## src/pkg/hcu_consts.vh

```
/*
 * Constants of the host command serial port: line timing, frame shape,
 * boot window and the characters that the line decoder recognises.
 * Assumes a single 10 MHz core clock.
 */
`ifndef HCU_CONSTS_VH
`define HCU_CONSTS_VH

// ****************************************
// Clock and line rate
// ****************************************
`define HCU_CLK_HZ 10000000
`define HCU_BAUD 9600
// Cycles per bit, rounded to nearest (1042)
`define HCU_CLKS_PER_BIT ((`HCU_CLK_HZ + (`HCU_BAUD / 2)) / `HCU_BAUD)

// ****************************************
// Frame shape
// ****************************************
`define HCU_DATA_BITS 8
`define HCU_STOP_BITS 1

// ****************************************
// Boot window after reset
// ****************************************
`define HCU_BOOT_MS 200
`define HCU_BOOT_CYCLES ((`HCU_CLK_HZ / 1000) * `HCU_BOOT_MS)

// ****************************************
// Characters
// ****************************************
`define HCU_CH_CR 8'h0D
`define HCU_CH_LF 8'h0A
`define HCU_CH_PREFIX0 8'h41
`define HCU_CH_PREFIX1 8'h54
`define HCU_CASE_BIT 8'h20
`define HCU_CH_UPDATE 8'h55

`endif
```

## src/core/hcu_pin_sync.v

```verilog
/*
 * Three-stage synchroniser for an asynchronous pin with agreement filter.
 * Assumes the pin is held high by a pull-up when undriven.
 */
`timescale 1ns/10ps
module hcu_pin_sync
(
	input wire core_clk,
	input wire sys_rst,
	input wire pin_in,
	output reg level_r
);

	reg s1_r;
	reg s2_r;
	reg s3_r;

	// ****************************************
	// Sync chain
	// ****************************************
	always @(posedge core_clk)
	begin
		if (sys_rst)
		begin
			s1_r <= 1'b1;
			s2_r <= 1'b1;
			s3_r <= 1'b1;
			level_r <= 1'b1;
		end
		else
		begin
			s1_r <= pin_in;
			s2_r <= s1_r;
			s3_r <= s2_r;
			// Change accepted once stages two and three agree
			if (s2_r == s3_r)
				level_r <= s3_r;
		end
	end

endmodule // hcu_pin_sync

```

## src/core/hcu_uart.v

```verilog
/*
 * Host command serial port: 9600 8N1 transmitter and receiver, boot
 * window watching for an update key, and command line splitter.
 * Assumes the serial input pin has a pull-up and that the user side
 * raises tx_valid only with stable tx_data.
 */
`timescale 1ns/10ps
`include "hcu_consts.vh"

// Summary of operation
// - 9600 baud, eight data, one stop
// - Only two lines, no flow control
// - Device drives its serial output line
// - ASCII commands, answers and payload share link
// - Decode command lines for peripheral control
// - Receiver stays live during low-energy wait
// - Both lines idle high: input via pull-up, output driven high
// - 200 ms boot window watches update condition
module hcu_uart
#(
	parameter CLKS_PER_BIT = `HCU_CLKS_PER_BIT,
	parameter BOOT_CYCLES = `HCU_BOOT_CYCLES,
	parameter [7:0] UPDATE_KEY = `HCU_CH_UPDATE
)
(
	input wire core_clk,
	input wire sys_rst,
	input wire ser_in,
	output reg ser_out_r,
	input wire low_energy_wait,
	input wire [7:0] tx_data,
	input wire tx_valid,
	output wire tx_ready,
	output reg [7:0] payload_data_r,
	output reg payload_valid_r,
	output reg [7:0] cmd_char_r,
	output reg cmd_char_valid_r,
	output reg cmd_end_r,
	output reg frame_err_r,
	output reg wake_r,
	output reg boot_active_r,
	output reg boot_update_r
);

	localparam CNT_W = $clog2(CLKS_PER_BIT + 1);
	localparam BOOT_W = $clog2(BOOT_CYCLES + 1);
	localparam [31:0] CPB_32 = CLKS_PER_BIT;
	localparam [31:0] BOOT_32 = BOOT_CYCLES;
	localparam [31:0] DATA_LAST = `HCU_DATA_BITS - 1;
	localparam [CNT_W-1:0] BIT_LAST = CPB_32[CNT_W-1:0] - 1'b1;
	localparam [CNT_W-1:0] HALF_LAST = (CPB_32[CNT_W-1:0] >> 1) - 1'b1;
	localparam [BOOT_W-1:0] BOOT_LAST = BOOT_32[BOOT_W-1:0] - 1'b1;
	localparam [2:0] LAST_BIT = DATA_LAST[2:0];

	localparam [1:0] S_IDLE = 2'h0;
	localparam [1:0] S_START = 2'h1;
	localparam [1:0] S_DATA = 2'h2;
	localparam [1:0] S_STOP = 2'h3;

	localparam [1:0] D_SOL = 2'h0;
	localparam [1:0] D_PFX = 2'h1;
	localparam [1:0] D_CMD = 2'h2;
	localparam [1:0] D_PAY = 2'h3;

	// Upper-case fold for letters
	function [7:0] hcu_upper;
		input [7:0] c;
		begin
			if (c >= 8'h61 && c <= 8'h7A)
				hcu_upper = c & ~`HCU_CASE_BIT;
			else
				hcu_upper = c;
		end
	endfunction

	function hcu_is_eol;
		input [7:0] c;
		begin
			hcu_is_eol = (c == `HCU_CH_CR) || (c == `HCU_CH_LF);
		end
	endfunction

	wire rx_lvl;
	reg [1:0] tx_st_r;
	reg [CNT_W-1:0] tx_cnt_r;
	reg [2:0] tx_bit_r;
	reg [7:0] tx_sh_r;
	reg [1:0] rx_st_r;
	reg [CNT_W-1:0] rx_cnt_r;
	reg [2:0] rx_bit_r;
	reg [7:0] rx_sh_r;
	reg rx_done_r;
	reg [7:0] rx_byte_r;
	reg [BOOT_W-1:0] boot_cnt_r;
	reg [1:0] dec_st_r;

	// ****************************************
	// Serial input synchroniser
	// ****************************************
	// sample host line
	hcu_pin_sync u_rx_sync
	(
		.core_clk(core_clk),
		.sys_rst(sys_rst),
		.pin_in(ser_in),
		.level_r(rx_lvl)
	);

	// ****************************************
	// Transmitter
	// ****************************************
	// no handshake, only own state
	assign tx_ready = (tx_st_r == S_IDLE);

	always @(posedge core_clk)
	begin
		if (sys_rst)
		begin
			tx_st_r <= S_IDLE;
			tx_cnt_r <= {CNT_W{1'b0}};
			tx_bit_r <= 3'h0;
			tx_sh_r <= 8'h00;
			ser_out_r <= 1'b1;
		end
		else
		begin
			if (tx_st_r != S_IDLE)
				tx_cnt_r <= (tx_cnt_r == BIT_LAST) ? {CNT_W{1'b0}} : tx_cnt_r + 1'b1;
			case (tx_st_r)
				S_IDLE:
				begin
					ser_out_r <= 1'b1;
					if (tx_valid)
					begin
						tx_sh_r <= tx_data;
						tx_cnt_r <= {CNT_W{1'b0}};
						ser_out_r <= 1'b0;
						tx_st_r <= S_START;
					end
				end
				S_START:
				begin
					if (tx_cnt_r == BIT_LAST)
					begin
						ser_out_r <= tx_sh_r[0];
						tx_sh_r <= {1'b0, tx_sh_r[7:1]};
						tx_bit_r <= 3'h0;
						tx_st_r <= S_DATA;
					end
				end
				S_DATA:
				begin
					if (tx_cnt_r == BIT_LAST)
					begin
						if (tx_bit_r == LAST_BIT)
						begin
							ser_out_r <= 1'b1;
							tx_st_r <= S_STOP;
						end
						else
						begin
							ser_out_r <= tx_sh_r[0];
							tx_sh_r <= {1'b0, tx_sh_r[7:1]};
							tx_bit_r <= tx_bit_r + 3'h1;
						end
					end
				end
				default:
				begin
					if (tx_cnt_r == BIT_LAST)
						tx_st_r <= S_IDLE;
				end
			endcase
		end
	end

	// ****************************************
	// Receiver
	// ****************************************
	// runs regardless of low-energy wait
	always @(posedge core_clk)
	begin
		if (sys_rst)
		begin
			rx_st_r <= S_IDLE;
			rx_cnt_r <= {CNT_W{1'b0}};
			rx_bit_r <= 3'h0;
			rx_sh_r <= 8'h00;
			rx_done_r <= 1'b0;
			rx_byte_r <= 8'h00;
			frame_err_r <= 1'b0;
			wake_r <= 1'b0;
		end
		else
		begin
			rx_done_r <= 1'b0;
			frame_err_r <= 1'b0;
			wake_r <= 1'b0;
			rx_cnt_r <= (rx_cnt_r == BIT_LAST) ? {CNT_W{1'b0}} : rx_cnt_r + 1'b1;
			case (rx_st_r)
				S_IDLE:
				begin
					rx_cnt_r <= {CNT_W{1'b0}};
					if (!rx_lvl)
					begin
						wake_r <= low_energy_wait;
						rx_st_r <= S_START;
					end
				end
				S_START:
				begin
					if (rx_cnt_r == HALF_LAST)
					begin
						rx_cnt_r <= {CNT_W{1'b0}};
						rx_bit_r <= 3'h0;
						rx_st_r <= rx_lvl ? S_IDLE : S_DATA;
					end
				end
				S_DATA:
				begin
					if (rx_cnt_r == BIT_LAST)
					begin
						rx_sh_r <= {rx_lvl, rx_sh_r[7:1]};
						rx_bit_r <= rx_bit_r + 3'h1;
						if (rx_bit_r == LAST_BIT)
							rx_st_r <= S_STOP;
					end
				end
				default:
				begin
					if (rx_cnt_r == BIT_LAST)
					begin
						if (rx_lvl)
						begin
							rx_byte_r <= rx_sh_r;
							rx_done_r <= 1'b1;
						end
						else
							frame_err_r <= 1'b1;
						rx_st_r <= S_IDLE;
					end
				end
			endcase
		end
	end

	// ****************************************
	// Boot window
	// ****************************************
	always @(posedge core_clk)
	begin
		if (sys_rst)
		begin
			boot_cnt_r <= {BOOT_W{1'b0}};
			boot_active_r <= 1'b1;
			boot_update_r <= 1'b0;
		end
		else if (boot_active_r)
		begin
			boot_cnt_r <= boot_cnt_r + 1'b1;
			if (rx_done_r && rx_byte_r == UPDATE_KEY)
				boot_update_r <= 1'b1;
			if (boot_cnt_r == BOOT_LAST)
				boot_active_r <= 1'b0;
		end
	end

	// ****************************************
	// Line decoder
	// ****************************************
	always @(posedge core_clk)
	begin
		if (sys_rst)
		begin
			dec_st_r <= D_SOL;
			payload_data_r <= 8'h00;
			payload_valid_r <= 1'b0;
			cmd_char_r <= 8'h00;
			cmd_char_valid_r <= 1'b0;
			cmd_end_r <= 1'b0;
		end
		else
		begin
			payload_valid_r <= 1'b0;
			cmd_char_valid_r <= 1'b0;
			cmd_end_r <= 1'b0;
			// normal operation only after window, no update
			if (rx_done_r && !boot_active_r && !boot_update_r)
			begin
				if (hcu_is_eol(rx_byte_r))
				begin
					cmd_end_r <= (dec_st_r == D_CMD);
					payload_data_r <= rx_byte_r;
					payload_valid_r <= (dec_st_r == D_PAY);
					dec_st_r <= D_SOL;
				end
				else
				begin
					case (dec_st_r)
						D_SOL:
						begin
							if (hcu_upper(rx_byte_r) == `HCU_CH_PREFIX0)
								dec_st_r <= D_PFX;
							else
							begin
								payload_data_r <= rx_byte_r;
								payload_valid_r <= 1'b1;
								dec_st_r <= D_PAY;
							end
						end
						D_PFX:
						begin
							if (hcu_upper(rx_byte_r) == `HCU_CH_PREFIX1)
								dec_st_r <= D_CMD;
							else
							begin
								payload_data_r <= rx_byte_r;
								payload_valid_r <= 1'b1;
								dec_st_r <= D_PAY;
							end
						end
						D_CMD:
						begin
							cmd_char_r <= hcu_upper(rx_byte_r);
							cmd_char_valid_r <= 1'b1;
						end
						default:
						begin
							payload_data_r <= rx_byte_r;
							payload_valid_r <= 1'b1;
						end
					endcase
				end
			end
		end
	end

endmodule // hcu_uart

```

## config.mk

```make
export PLATFORM = sky130hd
export DESIGN_NAME = hcu_uart
export DESIGN_NICKNAME = d
export VERILOG_FILES = /design/src/core/hcu_pin_sync.v /design/src/core/hcu_uart.v
export VERILOG_INCLUDE_DIRS = /design/src /design/src/pkg
export SDC_FILE = /design/constraint.sdc
export NUM_CORES = 1
export LEC_CHECK = 0
export BUFFER_PORTS_ARGS = -buffer_cell sky130_fd_sc_hd__buf_2
export CORE_MARGIN = 5
export CORE_UTILIZATION = 66
export CTS_BUF_LIST = sky130_fd_sc_hd__clkbuf_4
export DETAILED_ROUTE_END_ITERATION = 10
export PLACE_DENSITY = 0.86
export SLEW_MARGIN = 20
export SYNTH_ARGS = -nofsm -noshare
export SYNTH_HDL_FRONTEND = slang
export SYNTH_SLANG_ARGS = --single-unit
```

## constraint.sdc

```tcl
create_clock -name core_clk -period 3.1 [get_ports core_clk]
set_input_delay 0.62 -clock core_clk [delete_from_list [all_inputs] [get_ports core_clk]]
set_output_delay 0.62 -clock core_clk [all_outputs]
set_load 0.05 [all_outputs]
```

======== After elaboration in Yosys (flattened, before gate mapping) ========
Index checks and enable logic that the tools add are counted.
word-level totals
  output and inout port bits .............. 25
  logic and storage cells ................. 167
  register bits ........................... 108
  bits of input ports ..................... 13
cells by class
  magnitude comparators ................... 2
  eq/ne operators ......................... 31
  add/sub/neg operators ................... 5
  reductions and logical operators ........ 35
  muxes and demuxes ....................... 63
  bitwise operators ....................... 5
operators with widths
  cell                                                                    count
  8-bit two-way mux                                                       15
  11-bit two-way mux                                                      6
  8-bit one-hot mux with 3 select lines                                   2
  2-bit two-way mux                                                       13
  8-bit by 7-bit == test with 1-bit output (second input constant)        3
  11-bit by 1-bit adder with 11-bit output (second input constant)        2
  11-bit == test (second input constant)                                  2
  11-bit one-hot mux with 2 select lines                                  1
  21-bit by 1-bit adder with 21-bit output (second input constant)        1
  21-bit == test (second input constant)                                  1
  2-bit != test (second input constant)                                   10
  8-bit by 4-bit == test with 1-bit output (second input constant)        2
  3-bit two-way mux                                                       5
  5-bit AND reduction                                                     3
  1-bit two-way mux                                                       13
  2-bit one-hot mux with 3 select lines                                   2
  3-bit one-hot mux with 2 select lines                                   2
  3-bit AND reduction                                                     4
  3-bit OR reduction                                                      4
  11-bit by 10-bit == test with 1-bit output (second input constant)      1
  3-bit nonzero test                                                      3
  2-bit == test (second input constant)                                   4
  8-bit by 7-bit >= comparator with 1-bit output (second input constant)  1
  8-bit by 7-bit <= comparator with 1-bit output (second input constant)  1
  other kinds (18)                                                        40

======== Depth between registers and ports, before layout ========
Gate-level depths: netlist of the first run.
  depth in word-level cells ............... 11
  gate-level depth with buffers ........... 9
  gate-level depth less buffers ........... 7

======== Modules after synthesis ========
Synthesis of the first run repeated with hierarchy kept, for this count alone.
second synthesis, totals
  cell total of the unflattened synthesis .. 543
  area, all modules ....................... 4877.2 sq um
by module, submodules not included
  module        cells each  area each (sq um)  times used  sequential area each (sq um)
  hcu_uart      533         4762.1             1           2082.0
  hcu_pin_sync  10          115.1              1           80.1

======== Least setup slack after synthesis of the first run ========
OpenSTA, ideal clock, no wires.
  kind .................................... reg-to-reg
  from .................................... register tx_st_r[0]
  to ...................................... register tx_sh_r[5]
  arrival time ............................ 2052 ps
  period minus slack after synthesis ...... 2138 ps
  path slack .............................. 962 ps
  stages on the path, launching flop included .. 10
  buffers on the path ..................... 2
  library setup time ...................... 86 ps
  required time ........................... 3014 ps
  cell sequence ........................... dfxtp_1 inv_1 ha_1 nand2b_1 clkbuf_1 nand2_1 nor3_2 buf_2 nor2_1 a211oi_1
between the ends
  longest elaborated chain between the ends .. 3
  elaborated cells on any way between the ends .. 10
  classes of those cells .................. 6 x eq/ne; 1 x mux; 3 x reduce/logical
ends and longest elaborated chain
  element                                                                      RTL line        RTL
  start, declared                                                              hcu_uart.v:84   reg [1:0] tx_st_r;
  start signal, assigned                                                       hcu_uart.v:119  tx_st_r <= S_IDLE;
  start signal, assigned                                                       hcu_uart.v:138  tx_st_r <= S_START;
  start signal, assigned                                                       hcu_uart.v:148  tx_st_r <= S_DATA;
  2-bit zero test *                                                            -
  net tx_ready                                                                 hcu_uart.v:33   output wire tx_ready,
  2-bit != test (no source line) / 3-bit nonzero test (equally long branches)  -
  5-bit AND reduction (no source line)                                         -
  end signal, assigned                                                         hcu_uart.v:135  tx_sh_r <= tx_data;
  end signal, assigned                                                         hcu_uart.v:146  tx_sh_r <= {1'b0, tx_sh_r[7:1]};
  end signal, assigned                                                         hcu_uart.v:163  tx_sh_r <= {1'b0, tx_sh_r[7:1]};
  end, declared                                                                hcu_uart.v:87   reg [7:0] tx_sh_r;
Mark *: on every way through the listed nets, which the timed path passes. The rest lies on a longest branch.
A chain may end at the register's enable or synchronous reset.

======== Worst setup path in the final report of the first run ========
  from .................................... register tx_st_r[0]
  to ...................................... register tx_sh_r[4]
between the ends
  longest elaborated chain between the ends .. 3
  elaborated cells on any way between the ends .. 10
  classes of those cells .................. 6 x eq/ne; 1 x mux; 3 x reduce/logical
ends and longest elaborated chain
  element                                                                      RTL line        RTL
  2-bit == test (tied with other cells)                                        hcu_uart.v:129  case (tx_st_r)
  2-bit != test (no source line) / 3-bit nonzero test (equally long branches)  -
  5-bit AND reduction (no source line)                                         -
Parallel ways exist; a longest one is shown, timed or not.

==> results of run 1 <==
## cell usage in the layout (no fill, tap or decap), types with 3 or more instances in the layout
cell      synthesis  routed
nand4_1          12      12
inv_6             0       4
o21ai_0           8       8
xnor2_1          13      13
buf_4             0       5
nand2b_1          6       6
inv_1            16      16
a21oi_1          26      26
a211oi_1          8       8
a311oi_1          8       8
or2_2             5       5
buf_2             5      37
a31oi_1           4       4
nor2b_1           8       8
mux2i_1          33      33
and3_1            6       6
xor2_1           15      15
dfxtp_1         108     108
clkbuf_4          0       9
nor3_1           13      13
nor2_1           99      99
a31o_2            3       3
ha_1             18      18
nand2_1          37      37
nand3_1          24      24
nor4_1            4       4
## power breakdown
part | internal (mW) | switching [mW]
combinational | 0.344 | 0.549
sequential | 1.48 | 0.0686
clock | 0.177 | 0.483
## stage by stage
stage / util / setup WS [ps] / instance area, sq um
global placement: 0.710 / 813 / 5150
CTS: 0.727 / 718 / 5270
global route: 0.727 / 458 / 5270
floorplan: - / 962 / 4920
detailed placement: 0.710 / 731 / 5150
finish: 0.727 / 720 / 5270
## worst reg2reg max path, delay by kind of cell (launching register included)
kind	cells	cell delay, ps
AND/OR/NAND/NOR	4	1250
flip-flops	1	410
adder cells (fa/ha/maj)	1	280
AO/OA/AOI/OAI	1	270
buffers and inverters	1	80
## kinds of logic (layout without fill, tap and decap cells)
group                      after synthesis  in the layout  share of synthesized area
muxes                                   35             35                     0.0717
xor gates and xnor gates                28             28                     0.0498
AOI/OAI and AO/OA                       79             79                      0.117
adders and majority gates               18             18                     0.0458
buffers and inverters                   43             74                     0.0359
and+or+nand+nor                        237            237                      0.240
DFF                                    108            108                      0.439
## synth_stat cells (3+ instances only)
cell type  count  area share
buf_2          5      0.0051
o21ai_0        8      0.0081
nor2_1        99       0.076
nor3_1        13       0.013
a31o_2         3      0.0053
nand3_1       24       0.024
nor4_1         4      0.0051
inv_1         16       0.012
nand2_1       37       0.028
clkbuf_1      20       0.015
and3_1         6      0.0076
a211oi_1       8       0.012
a31oi_1        4      0.0051
or2_2          5      0.0064
a21oi_1       26       0.026
nand4_1       12       0.015
mux2i_1       33       0.067
xnor2_1       13       0.023
nand2b_1       6      0.0076
a311oi_1       8       0.014
nor2b_1        8       0.010
xor2_1        15       0.027
ha_1          18       0.046
dfxtp_1      108        0.44
## registers in the layout, summed over array words and instances (netlist names), 3 cells and up
register        flops
boot_cnt_r         21
cmd_char_r          8
payload_data_r      8
rx_bit_r            3
rx_byte_r           8
rx_cnt_r           11
rx_sh_r             8
tx_bit_r            3
tx_cnt_r           11
tx_sh_r             8
## area by class of cell
class / count / area, sq um
Clock buffer: 9 / 67.6
Clock inverter: 7 / 56.3
Fill cell: 561 / 1980
Inverter: 16 / 60.1
Multi-Input combinational cell: 397 / 2580
Sequential cell: 108 / 2160
Tap cell: 99 / 124
Timing Repair Buffer: 42 / 223
## path summary, 6_finish.rpt
check	end	slack, ps	cells past startpoint
max	tx_sh_r[4]	720	7
min	u_rx_sync.s1_r	330	2
max reg2reg	tx_sh_r[4]	720	7
min reg2reg	u_rx_sync.s2_r	430	1
## metal layers
metal,global-route usage,up-vias
met5,0,-
met4,0.0689,0
met3,0.0672,12
met2,0.393,95
met1,0.265,1845
li1,-,1970
==> metrics, run 1 <==
run status finished clean; Port Buffers 37; family with the most delay on the worst path simple AND/OR/NAND/NOR gates; worst path bufs/invs 1; htree depth 3; first-pass GRT wire length about 17000 microns; clock tree buffer depth 2; Synth Cell Area ~5000 sq um; hold slack about 330 ps; wire length on met1 about 4300 microns; CTS tree yes; Post-Synthesis Cells about 550; synth unique cells 60; die width approximately 96 microns; nets@finish around 600; Total GRT Usage 0.225; Ports 38; via density per instance 5.78; Num CTS Buffers 9; Hold/Removal Path Class primary input to flop; clk_skew around 17 ps; Seq/Total Area, Yosys 0.439; Overflow after GRT 0; clk_lat worst skew around 470 ps; Max FO, Critical Path 15; worst r2r src tx_st_r[0]; Final Wtd Congestion roughly 0.81; Initial Util 0.678; EDFF count, synth 0; critical path type flop to flop; Synth Register Bits 108; CP peak stage delay 650 ps; Vias 3922; CP startpoint tx_st_r[0]; Worst setup EP type flop; Die ar. ~9300 sq um; placed cell count ~660; ys async rst share 0; Reg clk slew, reported paths 160 ps; hold_buf cts 0; Worst VDD drop between 0.6 and 0.7 mV; Syn. warnings 0; total clock sinks approximately 110; Std-Cell Rows 31; Post-route DRC 0; Post-CTS Resized 0; Max Cap Viol 0; syn nets 579; Die Ht 96.3 microns; met3 wire length a little under 500 microns; critical path startpoint category flop; worst hold start ser_in; fin crit share 0.768; Slew headroom 0.446; Leak a little under 2 nW; pin count of the biggest net entering global routing 44; slew of the pin with the lowest slew margin a little over 800 ps; vias in the first global route ~3.8k; Final Hold Fails 0; layout cells sized above 1 0.142; wire per inst ~14 microns; Final Setup Violations 0; critical path's slowest cell nor3_2; worst path required time 3480 ps; Arr. time, crit path 2760 ps; Root Buffer clkbuf_4; top sig layer met4; Main synth FF type dfxtp_1; worst-path cell chain inv_1 > ha_1 > nand2b_1 > nand2_1 > nor3_2 > nor2_1 > a211oi_1; final antenna-violating net count 0; DR pass1 iterations 4; Layout area overhead 7.20%; Met2 Wirelength approximately 4900 microns; Placeable Area slightly above 7000 sq um; PwrDens 587 nW/um^2; Iteration-0 DRC Markers roughly 140; # diodes 0; Slew Viols, Final 0; post-CTS setup buffers 0; unrepaired setup endpoints after global routing no; final wirelength approximately 10000 microns; minimum clock period roughly 2400 ps; power consumption just over 3 mW; antenna violations before repair 0; Fmax achieved about 420 MHz; DPL Wire Length 7000 microns; Avg Synthesized Cell Area roughly 9 sq um; Finished Layout Cells a little under 700; Sum Neg Setup Slack 0 ps
Note: power is estimated with default switching activity, not from simulation.
==> run 2, diff against run 1 <==
Settings changed: CORE_UTILIZATION 66 to 56, PLACE_DENSITY 0.86 to 0.78.
Clock period 3.1 ns to 2.15 ns, I/O delays scaled along.
==> metrics, run 2 (same netlist as run 1, synthesis figures left out) <==
critical path type flop to flop (unchanged); die width 104 microns (was 96.3 microns); largest register by flop count boot_cnt_r (unchanged); Hold/Removal Path Class primary input to flop (unchanged); Std-Cell Rows 34 (was 31); Port Buffers 37 (unchanged); r2r setup slk 50 ps (was 720 ps); Overflow after GRT 0 (unchanged); Vias 3939 (was 3922); Initial Util 0.570 (was 0.678); final core occ 0.637 (was 0.727); Max Cap Viol 0 (unchanged); Num CTS Buffers 9 (unchanged); worst r2r src rx_cnt_r[7] (was tx_st_r[0]); minimum clock period 2100 ps (was 2380 ps); Leak 2.05 nW (was 1.93 nW); Slew Viols, Final 0 (unchanged); Die ar. 10800 sq um (was 9280 sq um); Arr. time, crit path 2440 ps (was 2760 ps); Slew headroom 0.604 (was 0.446); PwrDens 860 nW/um^2 (was 587 nW/um^2); slew of the pin with the lowest slew margin 594 ps (was 827 ps); hold slack 162 ps (was 327 ps); DR pass1 iterations 5 (was 4); Max FO, Critical Path 4 (was 15); critical path startpoint category flop (unchanged); FF-to-FF path depth 5 (was 7); Ports 38 (unchanged); antenna violations before repair 0 (unchanged); max reg flops 21 (unchanged); htree depth 3 (unchanged); Worst setup EP type flop (unchanged); total clock sinks 108 (unchanged); Layout area overhead 11.8% (was 7.20%); layout cells sized above 1 0.165 (was 0.142); final wirelength 9590 microns (was 9730 microns); Fmax achieved 476 MHz (was 420 MHz); Final Setup Violations 0 (unchanged); Hold Crit Endpoint u_rx_sync.s1_r (unchanged); worst path required time 2490 ps (was 3480 ps); hold path cells 2 (unchanged); Final Hold Fails 0 (unchanged); run status finished clean (unchanged); Placeable Area 8640 sq um (was 7250 sq um); Reg clk slew, reported paths 170 ps (was 160 ps); FF-to-FF End rx_st_r[0] (was tx_sh_r[4]); Final Wtd Congestion 0.842 (was 0.813); via density per instance 5.61 (was 5.78); clock tree buffer depth 2 (unchanged); CTS tree yes (unchanged); clk_skew 38.3 ps (was 17.2 ps); worst hold start ser_in (unchanged); clk_lat worst skew 460 ps (was 470 ps); fin crit share 0.977 (was 0.768); post-CTS setup buffers 0 (unchanged); largest registers boot_cnt_r: 21 flops, rx_cnt_r: 11 flops, tx_cnt_r: 11 flops (unchanged); pin count of the biggest net entering global routing 48 (was 44); wire per inst 13.7 microns (was 14.4 microns); Root Buffer clkbuf_4 (unchanged); final antenna-violating net count 0 (unchanged); # diodes 0 (unchanged); most common cell after layout, fill and taps aside dfxtp_1 (unchanged); Total GRT Usage 0.177 (was 0.225); most frequent cells in the layout dfxtp_1, nor2_1, nand2_1, buf_2, mux2i_1 (unchanged); Post-route DRC 0 (unchanged); Worst VDD drop 0.483 mV (was 0.694 mV); Die Ht 104 microns (was 96.3 microns); nets@finish 620 (was 605); Iteration-0 DRC Markers 181 (was 138); first-pass GRT wire length 16700 microns (was 16800 microns); vias in the first global route 3770 (was 3773); DPL Wire Length 6870 microns (was 7000 microns)
-- run 2: changes by cell type in the layout (fill, tap and decap cells not counted), moves of 2 or more --
| cell | delta |
|---|---|
| buf_12 | +2 |
| buf_4 | +13 |
| clkinv_8 | +2 |
| inv_6 | -2 |
| inv_8 | +2 |
-- run 2: worst max path at each step --
stage	to	from	cells past startpoint	slack, ps
after floorplan	tx_sh_r[5]	tx_st_r[0]	9	10
after global placement	rx_st_r[0]	rx_cnt_r[7]	5	120
after detailed placement	rx_st_r[0]	rx_cnt_r[7]	5	80
after CTS	rx_st_r[0]	rx_cnt_r[7]	5	40
after global routing	rx_st_r[0]	rx_cnt_r[7]	5	-1
final	rx_st_r[0]	rx_cnt_r[7]	5	50
-- run 2: metrics by stage --
stage          std cells  cell area, sq um  setup TNS (ps)  setup slack, ps  total power [mW]
2_1_floorplan        548              4920               0             12.4              3.29
3_3_place_gp         686              5300               0              120              3.56
3_5_place_dp         686              5300               0             82.8              3.62
4_1_cts              702              5470               0             43.4              4.75
5_1_grt              702              5500           -1.07            -1.07              5.02
6_report             702              5500               0             50.3              4.73
-- run 2: critical path: stages, from the launching register on --
cell     delay (ps)
dfxtp_1         380
or4_4           590
o41ai_4         330
o21a_2          200
o311a_2         190
mux2_1          310
-- run 2: what timing repair did --
item                                    in CTS  in global routing
hold buffers                                 0                  0
endpoints found under the hold margin        0                  0
gates resized for setup                      0                  4
endpoints found under the setup margin       0                  3
-- run 2: layout make-up --
type,instances,area [sq um]
flip-flops and latches,108,2160
clock buffers,9,67.6
clock inverters,7,103
fillers,730,3140
repair buffers,57,360
multi-input cells,397,2610
well taps,108,135
inverters,16,60.1
-- run 2: routing by layer --
layer	track usage	wire length [microns]
met1	0.226	4450
met2	0.303	4720
met3	0.0299	298
met4	0.0583	125
met5	0	0
-- run 2: power breakdown --
group,switching (mW),leakage (nW),internal [mW]
clock,0.731,0.0905,0.399
combinational,0.800,1.08,0.575
sequential,0.0968,0.874,2.13
total,1.63,2.05,3.10
==> run 3, diff against run 2 <==
Settings changed: CORE_UTILIZATION 56 to 35, PLACE_DENSITY 0.78 to default.
==> metrics, run 3 (same netlist as run 1, synthesis figures left out) <==
run status finished clean (unchanged); Ports 38 (unchanged); largest register by flop count boot_cnt_r (unchanged); Fmax achieved 482 MHz (was 476 MHz); most common cell after layout, fill and taps aside dfxtp_1 (unchanged); final wirelength 9870 microns (was 9590 microns); fin crit share 0.965 (was 0.977); FF-to-FF path depth 5 (unchanged); Finished Layout Cells 775 (was 702); Hold Crit Endpoint u_rx_sync.s1_r (unchanged); Overflow after GRT 0 (unchanged); Num CTS Buffers 9 (unchanged); Arr. time, crit path 2470 ps (was 2440 ps); hold_buf cts 0 (unchanged); hold path cells 2 (unchanged); worst-path cell chain or4_4 > o41ai_2 > o21a_2 > o311a_2 > mux2_1 (was or4_4 > o41ai_4 > o21a_2 > o311a_2 > mux2_1); PwrDens 862 nW/um^2 (was 860 nW/um^2); clk_skew 12.4 ps (was 38.3 ps); critical path startpoint category flop (unchanged); Final Setup Violations 0 (unchanged); Post-route DRC 0 (unchanged); Die Ht 129 microns (was 104 microns); wire per inst 12.7 microns (was 13.7 microns); minimum clock period 2070 ps (was 2100 ps); DR pass1 iterations 4 (was 5); Reg clk slew, reported paths 160 ps (was 170 ps); Initial Util 0.356 (was 0.570); Port Buffers 37 (unchanged); Total GRT Usage 0.123 (was 0.177); clk_lat worst skew 480 ps (was 460 ps); placed cell count 757 (was 686); final antenna-violating net count 0 (unchanged); Int Pwr 3.28 mW (was 3.10 mW); Max FO, Critical Path 4 (unchanged); Placeable Area 13800 sq um (was 8640 sq um); worst path bufs/invs 0 (unchanged); antenna violations before repair 0 (unchanged); Clk network pwr share 0.259 (was 0.239); Switching Fraction 0.320 (was 0.344); Max Cap Viol 0 (unchanged); Die ar. 16500 sq um (was 10800 sq um); Std-Cell Rows 43 (was 34); critical path type flop to flop (unchanged); critical path's slowest cell or4_4 (unchanged); CP peak stage delay 560 ps (was 590 ps); largest registers boot_cnt_r: 21 flops, rx_cnt_r: 11 flops, tx_cnt_r: 11 flops (unchanged); CTS tree yes (unchanged); layout cells sized above 1 0.163 (was 0.165); r2r setup slk 80 ps (was 50 ps); Iteration-0 DRC Markers 280 (was 181); first-pass GRT wire length 17000 microns (was 16700 microns); Leak 2.04 nW (was 2.05 nW); clock tree buffer depth 2 (unchanged); Final Wtd Congestion 0.774 (was 0.842); worst path required time 2550 ps (was 2490 ps); die width 129 microns (was 104 microns); worst r2r src rx_cnt_r[6] (was rx_cnt_r[7]); vias in the first global route 3819 (was 3770); via density per instance 5.07 (was 5.61); slew of the pin with the lowest slew margin 475 ps (was 594 ps); family with the most delay on the worst path compound AO/OA/AOI/OAI gates (unchanged); Slew Viols, Final 0 (unchanged); Worst VDD drop 0.356 mV (was 0.483 mV); Flop pwr share 0.462 (was 0.470); total clock sinks 108 (unchanged); Vias 3929 (was 3939); Root Buffer clkbuf_4 (unchanged); power consumption 4.83 mW (was 4.73 mW); max reg flops 21 (unchanged); Final Hold Fails 0 (unchanged); pin count of the biggest net entering global routing 49 (was 48); Slew headroom 0.684 (was 0.604); htree depth 3 (unchanged); FF-to-FF End rx_st_r[0] (unchanged); Area after DPL 5380 sq um (was 5300 sq um); Logic pwr share 0.279 (was 0.291); Worst setup EP type flop (unchanged); Hold/Removal Path Class primary input to flop (unchanged); worst hold start ser_in (unchanged); Net Switching 1.55 mW (was 1.63 mW); nets@finish 620 (unchanged); DPL Wire Length 7050 microns (was 6870 microns); dpl ws 75.6 ps (was 82.8 ps); Layout area overhead 13.8% (was 11.8%); fin area 5600 sq um (was 5500 sq um); most frequent cells in the layout dfxtp_1, nor2_1, nand2_1, buf_2, mux2i_1 (unchanged); Worst Setup Slack, final 76.1 ps (was 50.3 ps)
==> run 3: cell types whose count changed in the layout (fill, tap and decap cells not counted), sizes merged <==
| cell | before | now |
|---|---|---|
| diode | 0 | 1 |
| clkinvlp | 0 | 1 |
| inv | 20 | 16 |
| bufinv | 1 | 3 |
| clkinv | 2 | 3 |
==> run 3: metrics by stage <==
step                      hold WS, ps  setup TNS, ps  utilization
after floorplan                   389              0            -
after global placement            399              0        0.389
after detailed placement          402              0        0.389
after CTS                        92.9              0        0.402
after global routing              106          -5.47        0.405
final                             124              0        0.405
==> run 3: what timing repair did <==
| action | CTS | global route |
|---|---|---|
| setup endpoints to repair | 0 | 8 |
| setup buffers | 0 | 1 |
| gates resized for setup | 0 | 2 |
==> run 3: power by group through the flow <==
stage	Clock (mW)	Sequential [mW]	Combinational, mW
after floorplan	0	2.27	1.02
after global placement	0	2.26	1.31
after detailed placement	0	2.27	1.35
after CTS	1.30	2.23	1.36
after global routing	1.39	2.25	1.52
final	1.25	2.23	1.35
==> run 3: worst max path at each step <==
stage,startpoint,end,depth (start not counted)
finish,rx_cnt_r[6],rx_st_r[0],5
global placement,rx_cnt_r[6],rx_st_r[0],5
CTS,rx_cnt_r[6],rx_st_r[0],5
global route,rx_byte_r[6],payload_data_r[6],6
detailed placement,rx_cnt_r[6],rx_st_r[0],5
floorplan,tx_st_r[0],tx_sh_r[5],9
==> run 3: cell type report <==
| type | count | area (sq um) |
|---|---|---|
| diodes | 1 | 2.50 |
| clock buffers | 9 | 67.6 |
| clock inverters | 7 | 115 |
| fillers | 1358 | 8230 |
| inverters | 16 | 60.1 |
| multi-input cells | 397 | 2590 |
| flip-flops and latches | 108 | 2160 |
| well taps | 180 | 225 |
| repair buffers | 57 | 373 |
==> run 3: worst register-to-register path, stage by stage, from the launching register on <==
cell and delay [ps]:
dfxtp_1 370, or4_4 560, o41ai_2 360, o21a_2 210
o311a_2 190, mux2_1 310
==> run 3: per-layer routing <==
| layer | track usage | share of wire |
|---|---|---|
| met5 | 0 | 0 |
| met4 | 0.0593 | 0.016 |
| met3 | 0.0253 | 0.044 |
| met2 | 0.206 | 0.47 |
| met1 | 0.152 | 0.47 |
